**src/common/dct_pkg.sv**
```systemverilog
// Purpose: Constants shared by the DRAM command-spacing tracker.
// Assumes: One channel of four ranks with eight banks each; byte-wide register port.
// Notes:   Register image starts at the activate timing register's first byte.
//
// How it works
// Count activates per rank in window; block excess.
// Control bit set to one applies four-activate limit.
// Space activates to one rank by gap.
// Precharge to activate, same rank and bank.
// Precharge-all to activate, same rank.
// Refresh to activate, same rank.
// Activate to write, same rank and bank.
// Write to write, same rank.
// Write to write, different ranks.
// Read to write, any rank.
// Activate to read, same rank and bank.
// Write to read, same rank.
// Write to read, different ranks.
// Read to read, same rank.
// Read to read, different ranks.
// Gap counts from issue edge; zero means none.

package dct_pkg;

  localparam int RANKS     = 4;
  localparam int BANKS     = 8;
  localparam int RANK_W    = 2;
  localparam int BANK_W    = 3;
  localparam int ACT_LIMIT = 4;

  // ************************************************************
  // Register map, byte addresses
  // ************************************************************
  localparam logic [11:0] ACTIVATE_TIMING_OFS = 12'h652;
  localparam logic [11:0] WRITE_TIMING_OFS    = 12'h656;
  localparam logic [11:0] READ_TIMING_OFS     = 12'h658;
  localparam int          CFG_BYTES           = 9;
  localparam logic [31:0] ACTIVATE_TIMING_RST = 32'h00000000;
  localparam logic [15:0] WRITE_TIMING_RST    = 16'h0000;
  localparam logic [23:0] READ_TIMING_RST     = 24'h000000;
  // Writable bits of each byte; reserved bits read as zero.
  localparam logic [8*CFG_BYTES-1:0] CFG_WMASK = 72'h1f_ffff_ffff_0fff_ffff;

  // ************************************************************
  // Field positions
  // ************************************************************
  localparam int WINDOW_LEN_LSB   = 22;
  localparam int WINDOW_LEN_W     = 6;
  localparam int LIMIT_CTRL_BIT   = 21;
  localparam int ACT_ACT_LSB      = 17;
  localparam int PRE_ACT_LSB      = 13;
  localparam int PREALL_ACT_LSB   = 9;
  localparam int REF_ACT_LSB      = 0;
  localparam int REF_ACT_W        = 9;
  localparam int ACT_WR_LSB       = 12;
  localparam int WR_WR_SAME_LSB   = 8;
  localparam int WR_WR_OTHER_LSB  = 4;
  localparam int RD_WR_LSB        = 0;
  localparam int ACT_RD_LSB       = 17;
  localparam int WR_RD_SAME_LSB   = 12;
  localparam int WR_RD_SAME_W     = 5;
  localparam int WR_RD_OTHER_LSB  = 8;
  localparam int RD_RD_SAME_LSB   = 4;
  localparam int RD_RD_OTHER_LSB  = 0;
  localparam int GAP_W            = 4;

  // ************************************************************
  // Command codes
  // ************************************************************
  typedef enum logic [2:0] {
    CMD_ACT    = 3'h0,
    CMD_PRE    = 3'h1,
    CMD_PREALL = 3'h2,
    CMD_REF    = 3'h3,
    CMD_RD     = 3'h4,
    CMD_WR     = 3'h5
  } dct_cmd_t;

endpackage : dct_pkg

```
**src/logic/dct_gap_timer.sv**
```systemverilog
// Purpose: One spacing counter between an earlier and a later command.
// Assumes: start marks the clock edge at which the earlier command issues.
// Notes:   ready is high from the cycle gap cycles after the issue cycle.
`timescale 1ns/10ps
`default_nettype none

module dct_gap_timer #(
  parameter int W = 4
) (
  input  wire logic         core_clk,
  input  wire logic         rst,
  input  wire logic         start,
  input  wire logic [W-1:0] gap,
  output var  logic         ready
);

  logic [W-1:0] remain;

  // Loading gap minus one makes a gap of one and of zero both free next cycle.
  always_ff @(posedge core_clk) begin
    if (rst) begin
      remain <= '0;
    end else if (start) begin
      remain <= (gap == '0) ? '0 : W'(gap - W'(1));
    end else if (remain != '0) begin
      remain <= W'(remain - W'(1));
    end
  end

  assign ready = (remain == '0);

endmodule : dct_gap_timer

`default_nettype wire

```
**src/logic/dct_spacing_tracker.sv**
```systemverilog
// Purpose: Gate command launch from the scheduler by programmed command spacings.
// Assumes: Scheduler holds a request until launchValid shows it, then moves on.
// Notes:   Precharge, precharge-all and refresh are held off only in the cycle after a launch.
`timescale 1ns/10ps
`default_nettype none

module dct_spacing_tracker (
  input  wire logic                       core_clk,
  input  wire logic                       rst,
  input  wire logic [11:0]                cfgAddr,
  input  wire logic                       cfgWrEn,
  input  wire logic                       cfgRdEn,
  input  wire logic [7:0]                 cfgWrData,
  output var  logic [7:0]                 cfgRdData,
  input  wire logic                       reqValid,
  input  wire logic [2:0]                 reqCmd,
  input  wire logic [dct_pkg::RANK_W-1:0] reqRank,
  input  wire logic [dct_pkg::BANK_W-1:0] reqBank,
  output var  logic                       launchValid,
  output var  logic [2:0]                 launchCmd,
  output var  logic [dct_pkg::RANK_W-1:0] launchRank,
  output var  logic [dct_pkg::BANK_W-1:0] launchBank,
  output var  logic [dct_pkg::RANKS-1:0]  windowFull
);

  localparam int RB = dct_pkg::RANKS * dct_pkg::BANKS;

  // ************************************************************
  // Register image
  // ************************************************************
  logic [7:0]  cfgByte [dct_pkg::CFG_BYTES];
  logic [11:0] cfgIdx;
  logic        cfgHit;
  logic [31:0] actTiming;
  logic [15:0] wrTiming;
  logic [23:0] rdTiming;

  assign cfgIdx = 12'(cfgAddr - dct_pkg::ACTIVATE_TIMING_OFS);
  assign cfgHit = (cfgAddr >= dct_pkg::ACTIVATE_TIMING_OFS)
               && (cfgIdx < 12'(dct_pkg::CFG_BYTES));

  always_ff @(posedge core_clk) begin
    if (rst) begin
      for (int i = 0; i < dct_pkg::CFG_BYTES; i++) begin
        cfgByte[i] <= 8'h00;
      end
    end else if (cfgWrEn && cfgHit) begin
      cfgByte[cfgIdx[3:0]] <= cfgWrData & dct_pkg::CFG_WMASK[cfgIdx[3:0]*8 +: 8];
    end
  end

  // Unmapped addresses read as zero rather than holding the last value.
  always_ff @(posedge core_clk) begin
    if (rst) begin
      cfgRdData <= 8'h00;
    end else if (cfgRdEn) begin
      cfgRdData <= cfgHit ? cfgByte[cfgIdx[3:0]] : 8'h00;
    end
  end

  assign actTiming = {cfgByte[3], cfgByte[2], cfgByte[1], cfgByte[0]};
  assign wrTiming  = {cfgByte[5], cfgByte[4]};
  assign rdTiming  = {cfgByte[8], cfgByte[7], cfgByte[6]};

  logic [dct_pkg::WINDOW_LEN_W-1:0] windowLen;
  logic                             limitOn;
  logic [dct_pkg::GAP_W-1:0]        gActAct;
  logic [dct_pkg::GAP_W-1:0]        gPreAct;
  logic [dct_pkg::GAP_W-1:0]        gPreallAct;
  logic [dct_pkg::REF_ACT_W-1:0]    gRefAct;
  logic [dct_pkg::GAP_W-1:0]        gActWr;
  logic [dct_pkg::GAP_W-1:0]        gWrWrSame;
  logic [dct_pkg::GAP_W-1:0]        gWrWrOther;
  logic [dct_pkg::GAP_W-1:0]        gRdWr;
  logic [dct_pkg::GAP_W-1:0]        gActRd;
  logic [dct_pkg::WR_RD_SAME_W-1:0] gWrRdSame;
  logic [dct_pkg::GAP_W-1:0]        gWrRdOther;
  logic [dct_pkg::GAP_W-1:0]        gRdRdSame;
  logic [dct_pkg::GAP_W-1:0]        gRdRdOther;

  assign windowLen  = actTiming[dct_pkg::WINDOW_LEN_LSB +: dct_pkg::WINDOW_LEN_W];
  assign limitOn    = actTiming[dct_pkg::LIMIT_CTRL_BIT];
  assign gActAct    = actTiming[dct_pkg::ACT_ACT_LSB +: dct_pkg::GAP_W];
  assign gPreAct    = actTiming[dct_pkg::PRE_ACT_LSB +: dct_pkg::GAP_W];
  assign gPreallAct = actTiming[dct_pkg::PREALL_ACT_LSB +: dct_pkg::GAP_W];
  assign gRefAct    = actTiming[dct_pkg::REF_ACT_LSB +: dct_pkg::REF_ACT_W];
  assign gActWr     = wrTiming[dct_pkg::ACT_WR_LSB +: dct_pkg::GAP_W];
  assign gWrWrSame  = wrTiming[dct_pkg::WR_WR_SAME_LSB +: dct_pkg::GAP_W];
  assign gWrWrOther = wrTiming[dct_pkg::WR_WR_OTHER_LSB +: dct_pkg::GAP_W];
  assign gRdWr      = wrTiming[dct_pkg::RD_WR_LSB +: dct_pkg::GAP_W];
  assign gActRd     = rdTiming[dct_pkg::ACT_RD_LSB +: dct_pkg::GAP_W];
  assign gWrRdSame  = rdTiming[dct_pkg::WR_RD_SAME_LSB +: dct_pkg::WR_RD_SAME_W];
  assign gWrRdOther = rdTiming[dct_pkg::WR_RD_OTHER_LSB +: dct_pkg::GAP_W];
  assign gRdRdSame  = rdTiming[dct_pkg::RD_RD_SAME_LSB +: dct_pkg::GAP_W];
  assign gRdRdOther = rdTiming[dct_pkg::RD_RD_OTHER_LSB +: dct_pkg::GAP_W];

  // ************************************************************
  // Launch decision
  // ************************************************************
  logic                       take;
  logic                       allow;
  logic                       isAct;
  logic                       isRd;
  logic                       isWr;
  logic [RB-1:0]              rbSel;
  logic [dct_pkg::RANKS-1:0]  rkSel;
  logic [4:0]                 reqRb;
  logic [dct_pkg::RANK_W-1:0] lastWrRank;
  logic [dct_pkg::RANK_W-1:0] lastRdRank;
  logic                       anyWr;
  logic                       anyRd;

  logic [dct_pkg::RANKS-1:0]  rdyActAct;
  logic [dct_pkg::RANKS-1:0]  rdyPreallAct;
  logic [dct_pkg::RANKS-1:0]  rdyRefAct;
  logic [dct_pkg::RANKS-1:0]  rdyWrWrSame;
  logic [dct_pkg::RANKS-1:0]  rdyWrRdSame;
  logic [dct_pkg::RANKS-1:0]  rdyRdRdSame;
  logic [RB-1:0]              rdyPreAct;
  logic [RB-1:0]              rdyActWr;
  logic [RB-1:0]              rdyActRd;
  logic                       rdyWrWrOther;
  logic                       rdyRdWr;
  logic                       rdyWrRdOther;
  logic                       rdyRdRdOther;
  logic [2:0]                 actCount [dct_pkg::RANKS];
  logic [dct_pkg::WINDOW_LEN_W-1:0] winLeft [dct_pkg::RANKS];
  logic                       actRoom;
  logic                       actOk;
  logic                       wrOk;
  logic                       rdOk;

  assign reqRb = {reqRank, reqBank};
  assign isAct = (reqCmd == 3'(dct_pkg::CMD_ACT));
  assign isRd  = (reqCmd == 3'(dct_pkg::CMD_RD));
  assign isWr  = (reqCmd == 3'(dct_pkg::CMD_WR));

  assign actRoom = !limitOn || (actCount[reqRank] < 3'(dct_pkg::ACT_LIMIT));
  assign actOk   = rdyActAct[reqRank]
                && rdyPreAct[reqRb]
                && rdyPreallAct[reqRank]
                && rdyRefAct[reqRank]
                && actRoom;
  assign wrOk    = rdyActWr[reqRb]
                && rdyWrWrSame[reqRank]
                && (!anyWr || lastWrRank == reqRank || rdyWrWrOther)
                && rdyRdWr;
  assign rdOk    = rdyActRd[reqRb]
                && rdyWrRdSame[reqRank]
                && (!anyWr || lastWrRank == reqRank || rdyWrRdOther)
                && rdyRdRdSame[reqRank]
                && (!anyRd || lastRdRank == reqRank || rdyRdRdOther);

  assign allow = isAct ? actOk : (isWr ? wrOk : (isRd ? rdOk : 1'b1));
  // The cycle after a launch is skipped so a held request is never issued twice.
  assign take  = reqValid && !launchValid && allow;

  always_ff @(posedge core_clk) begin
    if (rst) begin
      launchValid <= 1'b0;
      launchCmd   <= 3'h0;
      launchRank  <= '0;
      launchBank  <= '0;
    end else begin
      launchValid <= take;
      if (take) begin
        launchCmd  <= reqCmd;
        launchRank <= reqRank;
        launchBank <= reqBank;
      end
    end
  end

  always_ff @(posedge core_clk) begin
    if (rst) begin
      lastWrRank <= '0;
      lastRdRank <= '0;
      anyWr      <= 1'b0;
      anyRd      <= 1'b0;
    end else if (take && isWr) begin
      lastWrRank <= reqRank;
      anyWr      <= 1'b1;
    end else if (take && isRd) begin
      lastRdRank <= reqRank;
      anyRd      <= 1'b1;
    end
  end

  // ************************************************************
  // Spacing timers
  // ************************************************************
  always_comb begin
    rbSel = '0;
    rkSel = '0;
    rbSel[reqRb]   = take;
    rkSel[reqRank] = take;
  end

  for (genvar r = 0; r < dct_pkg::RANKS; r++) begin : g_rank
    dct_gap_timer #(.W(dct_pkg::GAP_W)) u_actAct (
      .core_clk(core_clk), .rst(rst), .start(rkSel[r] && isAct),
      .gap(gActAct), .ready(rdyActAct[r]));
    dct_gap_timer #(.W(dct_pkg::GAP_W)) u_preallAct (
      .core_clk(core_clk), .rst(rst),
      .start(rkSel[r] && reqCmd == 3'(dct_pkg::CMD_PREALL)),
      .gap(gPreallAct), .ready(rdyPreallAct[r]));
    dct_gap_timer #(.W(dct_pkg::REF_ACT_W)) u_refAct (
      .core_clk(core_clk), .rst(rst),
      .start(rkSel[r] && reqCmd == 3'(dct_pkg::CMD_REF)),
      .gap(gRefAct), .ready(rdyRefAct[r]));
    dct_gap_timer #(.W(dct_pkg::GAP_W)) u_wrWrSame (
      .core_clk(core_clk), .rst(rst), .start(rkSel[r] && isWr),
      .gap(gWrWrSame), .ready(rdyWrWrSame[r]));
    dct_gap_timer #(.W(dct_pkg::WR_RD_SAME_W)) u_wrRdSame (
      .core_clk(core_clk), .rst(rst), .start(rkSel[r] && isWr),
      .gap(gWrRdSame), .ready(rdyWrRdSame[r]));
    dct_gap_timer #(.W(dct_pkg::GAP_W)) u_rdRdSame (
      .core_clk(core_clk), .rst(rst), .start(rkSel[r] && isRd),
      .gap(gRdRdSame), .ready(rdyRdRdSame[r]));

    // A window opens at the first activate and closes on its own count.
    always_ff @(posedge core_clk) begin
      if (rst) begin
        winLeft[r]  <= '0;
        actCount[r] <= 3'h0;
      end else if (winLeft[r] <= 6'h01) begin
        winLeft[r]  <= (rkSel[r] && isAct) ? windowLen : 6'h00;
        actCount[r] <= (rkSel[r] && isAct && windowLen != 6'h00) ? 3'h1 : 3'h0;
      end else begin
        winLeft[r] <= 6'(winLeft[r] - 6'h01);
        if (rkSel[r] && isAct) begin
          actCount[r] <= 3'(actCount[r] + 3'h1);
        end
      end
    end

    always_ff @(posedge core_clk) begin
      if (rst) begin
        windowFull[r] <= 1'b0;
      end else begin
        windowFull[r] <= limitOn && (actCount[r] >= 3'(dct_pkg::ACT_LIMIT));
      end
    end
  end

  for (genvar k = 0; k < RB; k++) begin : g_bank
    dct_gap_timer #(.W(dct_pkg::GAP_W)) u_preAct (
      .core_clk(core_clk), .rst(rst),
      .start(rbSel[k] && reqCmd == 3'(dct_pkg::CMD_PRE)),
      .gap(gPreAct), .ready(rdyPreAct[k]));
    dct_gap_timer #(.W(dct_pkg::GAP_W)) u_actWr (
      .core_clk(core_clk), .rst(rst), .start(rbSel[k] && isAct),
      .gap(gActWr), .ready(rdyActWr[k]));
    dct_gap_timer #(.W(dct_pkg::GAP_W)) u_actRd (
      .core_clk(core_clk), .rst(rst), .start(rbSel[k] && isAct),
      .gap(gActRd), .ready(rdyActRd[k]));
  end

  dct_gap_timer #(.W(dct_pkg::GAP_W)) u_wrWrOther (
    .core_clk(core_clk), .rst(rst), .start(take && isWr),
    .gap(gWrWrOther), .ready(rdyWrWrOther));
  dct_gap_timer #(.W(dct_pkg::GAP_W)) u_rdWr (
    .core_clk(core_clk), .rst(rst), .start(take && isRd),
    .gap(gRdWr), .ready(rdyRdWr));
  dct_gap_timer #(.W(dct_pkg::GAP_W)) u_wrRdOther (
    .core_clk(core_clk), .rst(rst), .start(take && isWr),
    .gap(gWrRdOther), .ready(rdyWrRdOther));
  dct_gap_timer #(.W(dct_pkg::GAP_W)) u_rdRdOther (
    .core_clk(core_clk), .rst(rst), .start(take && isRd),
    .gap(gRdRdOther), .ready(rdyRdRdOther));

  logic launchAct;
  logic launchRd;
  logic launchWr;
  assign launchAct = launchValid && launchCmd == 3'(dct_pkg::CMD_ACT);
  assign launchRd  = launchValid && launchCmd == 3'(dct_pkg::CMD_RD);
  assign launchWr  = launchValid && launchCmd == 3'(dct_pkg::CMD_WR);
endmodule : dct_spacing_tracker

`default_nettype wire

```
**config.mk**
```make
export PLATFORM = sky130hd
export DESIGN_NAME = dct_spacing_tracker
export DESIGN_NICKNAME = d
export VERILOG_FILES = /design/src/common/dct_pkg.sv /design/src/logic/dct_gap_timer.sv /design/src/logic/dct_spacing_tracker.sv
export SDC_FILE = /design/constraint.sdc
export NUM_CORES = 2
export LEC_CHECK = 0
export BUFFER_PORTS_ARGS = -buffer_cell sky130_fd_sc_hd__buf_2
export CAP_MARGIN = 20
export CORE_AREA = 2 2 322 324
export CTS_CLUSTER_SIZE = 12
export DETAILED_ROUTE_END_ITERATION = 7
export DIE_AREA = 0 0 324 326
export GPL_TIMING_DRIVEN = 1
export PLACE_DENSITY = 0.64
export SYNTH_ARGS = -nofsm -noshare
export SYNTH_HDL_FRONTEND = slang
export SYNTH_SLANG_ARGS = --single-unit
```
**constraint.sdc**
```tcl
create_clock -name core_clk -period 4.9 [get_ports core_clk]
set_input_delay 0.49 -clock core_clk [delete_from_list [all_inputs] [get_ports core_clk]]
set_output_delay 0.49 -clock core_clk [all_outputs]
set_load 0.01 [all_outputs]
```
==> reports/results.ini <==
[clock_network]
postCtsHoldBufs = 0
cts_root_buf = clkbuf_16
ctsResizeCount = 0
htreeDepth = 3
clock_path_buffers = 3
clock_sinks = 711
clk_pin_slew_worst_paths_ns = 0.06
cts_tree = done
post_cts_buffers = 0
cts_buffers = 78
clk_latency_ns = 0.68

[die]
die_x_microns = 324
fp.dieH_microns = 326
coreArea_sq_um = 103000
io-pin-count = 54
dieArea_sq_um = 106000
std_cell_rows = 118
start_util_pct = 39.6

[synthesis]
ys_seq_elements = 711
ys_seq_area_share_pct = 39.1
synthFlopType = dfxtp_1
ys_types = 96
synth_edf_count = 164
syn-mean-instance-area_sq_um = 9.38
ys_async_sr_fraction_pct = 0
synth_cells = 4332
yosys_warnings = 0
syn_area_sq_um = 40600

[global_routing]
grt_max_degree = 128
antenna_found_initial = 3
overflow = 0
grt_pass1_vias = 30100
grtUsageTotal_pct = 19.3
grt_pass1_wl_microns = 164000

[critical_path]
crit_fanout = 22
crit_type = reg2reg
worstPathArrival_ns = 4.67
cpMostUsedCell = buf_4
max_stage_delay_ns = 0.63
required_ns = 5.37
crit_path_end_kind = flop
cp_slowest_cell = or4b_1
setup.worst_path.start_class = flop
crit_family = simple AND/OR/NAND/NOR gates
path_cells = inv_1, ha_1, nor3b_1, mux4_2, o22ai_1, or4b_1, o32ai_4, buf_4, buf_4, and4_1, a21oi_1, a211oi_1
critical_path_buf_inv_count = 3

[detailed_routing]
drt-initial-drc-count = 1979
vias_per_cell = 5.34
firstDrtPassIters = 5
wirelength_microns = 103000
avgRoutedWirePerCell_microns = 17.5
num_vias = 31400
antenna_left = 0
drcViolationCount = 0

[placed_design]
io_buffers = 53
hpwl_microns = 68100
placed_cells = 5731
place_congestion = 0.837

[final_layout]
nFillCells = 9761
instances_no_fill = 5873
area_growth_pct = 11.8
drive_above_1_share_pct = 11.7
final_common_cell = dfxtp_1
nets = 4688
n_antenna_cell = 0
layout_common_cells = dfxtp_1, nand2_1, nor2_1

[pwr]
vdd_drop_max_mv = 0.318
power_mw = 27.4
power_density_nw_per_um2 = 604
leakage_nw = 19.6

[sta]
final.min_clock_period_ns = 4.20
report.final.hold_viol_count = 0
relSlewSlack_pct = 27.8
setup_viol = 0
fmax_ghz = 0.238
slew_violations = 0
finalCritPeriodShare_pct = 85.6
finalSetupTns_ns = 0
finClkSkew_ns = 0.0673
rsz0062_at_grt = false
whs_ns = 0.105
tightest_slew_ns = 1.07

[run]
cap_violations = 0

[hold_path]
hold_class = in2reg

[status]
run_status = finished, final reports clean

## layout make-up
class                           count  area [sq um]  area share [%]
Clock buffer                      124          2330            5.12
Clock inverter                     18           273           0.601
Inverter                          290          1100            2.41
Multi-Input combinational cell   3215         23200            51.0
Sequential cell                   711         15900            35.0
Tap cell                         1380          1730            3.80
Timing Repair Buffer              135           957            2.11
## routing by layer
| metal | vias to the layer above | track usage [%] | part of all wire (%) |
|---|---|---|---|
| li1 | 15500 | - | - |
| met1 | 15200 | 25.5 | 46 |
| met2 | 609 | 33.0 | 48 |
| met3 | 155 | 2.00 | 4.2 |
| met4 | 0 | 5.89 | 2.5 |
| met5 | - | 0 | 0 |
## metrics by stage
step,area (sq um),util [%],worst slack [ns]
3_5_place_dp,42800,41.7,0.668
4_1_cts,45400,44.3,0.727
5_1_grt,45400,44.3,0.473
3_3_place_gp,42800,41.7,0.722
6_report,45400,44.3,0.704
2_1_floorplan,40900,-,1.04
## final timing paths
path	endpoint	depth (start not counted)	slack, ns	from
setup / recovery	winLeft[2][2]$_SDFFCE_PN0P_	12	0.70	g_bank[22].u_actWr.remain[0]$_SDFFE_PP0P_
hold / removal	cfgRdData[4]$_SDFFE_PP0P_	2	0.10	rst
setup reg to reg	winLeft[2][2]$_SDFFCE_PN0P_	12	0.70	g_bank[22].u_actWr.remain[0]$_SDFFE_PP0P_
hold reg to reg	anyRd$_SDFFE_PP0P_	2	0.45	anyRd$_SDFFE_PP0P_
## cell families after synthesis
logic type      count (synthesis)  share of synthesized area (%)
xor+xnor                      263                           5.67
simple gates                 1590                           21.3
other cells                     2                         0.0185
compound gates                644                           10.1
fa+ha+maj                     224                           6.90
mux                           407                           12.0
buf+inv                       491                           4.89
flops                         711                           39.1
## cells in the mapped netlist, types with 12 or more instances
| library cell | number | area, sq um |
|---|---|---|
| clkbuf_1 | 154 | 578 |
| nand3_1 | 143 | 716 |
| or3b_1 | 17 | 149 |
| dfxtp_1 | 547 | 11000 |
| nor2_1 | 289 | 1080 |
| o21ai_0 | 203 | 1020 |
| mux4_2 | 51 | 1150 |
| nand2b_1 | 53 | 332 |
| a21oi_1 | 123 | 616 |
| o22ai_1 | 17 | 106 |
| a21o_1 | 108 | 811 |
| and3_1 | 13 | 81.3 |
| nor2b_1 | 15 | 93.8 |
| or3b_2 | 30 | 263 |
| a31oi_1 | 12 | 75.1 |
| mux2i_1 | 231 | 2310 |
| buf_1 | 12 | 45.0 |
| nand3b_1 | 42 | 315 |
| a211oi_1 | 13 | 97.6 |
| inv_1 | 288 | 1080 |
| xor2_1 | 69 | 604 |
| xnor2_1 | 194 | 1700 |
| or3_1 | 164 | 1030 |
| nor4b_1 | 21 | 184 |
| mux2_2 | 116 | 1310 |
| nor3b_1 | 68 | 510 |
| o21ai_1 | 14 | 70.1 |
| nand2_1 | 416 | 1560 |
| o211ai_1 | 50 | 375 |
| nand4_1 | 19 | 119 |
| nand4_4 | 31 | 659 |
| ha_1 | 224 | 2800 |
| nor3_1 | 208 | 1040 |
| buf_2 | 18 | 90.1 |
| edfxtp_1 | 164 | 4920 |
## power breakdown
part	leakage, nW	switching (mW)	internal [mW]
clock	1.26	2.59	3.36
sequential	6.12	1.42	7.93
combinational	12.2	6.21	5.92
total	19.6	10.2	17.2
## flip-flops by register name, summed over array words and instances (netlist names), 3 cells and up
register and flops:
launchBank 3, g_rank.u_wrWrSame.remain 16, g_rank.u_refAct.remain 36, u_rdWr.remain 4
cfgRdData 8, g_bank.u_actWr.remain 128, g_bank.u_preAct.remain 128, windowFull 4
cfgByte 128, g_rank.u_preallAct.remain 16, g_bank.u_actRd.remain 128, winLeft 24
g_rank.u_actAct.remain 16, launchCmd 3, g_rank.u_wrRdSame.remain 20, u_wrRdOther.remain 4
g_rank.u_rdRdSame.remain 16, u_rdRdOther.remain 4, u_wrWrOther.remain 4, actCount 12
(Power assumes the default switching activity.)
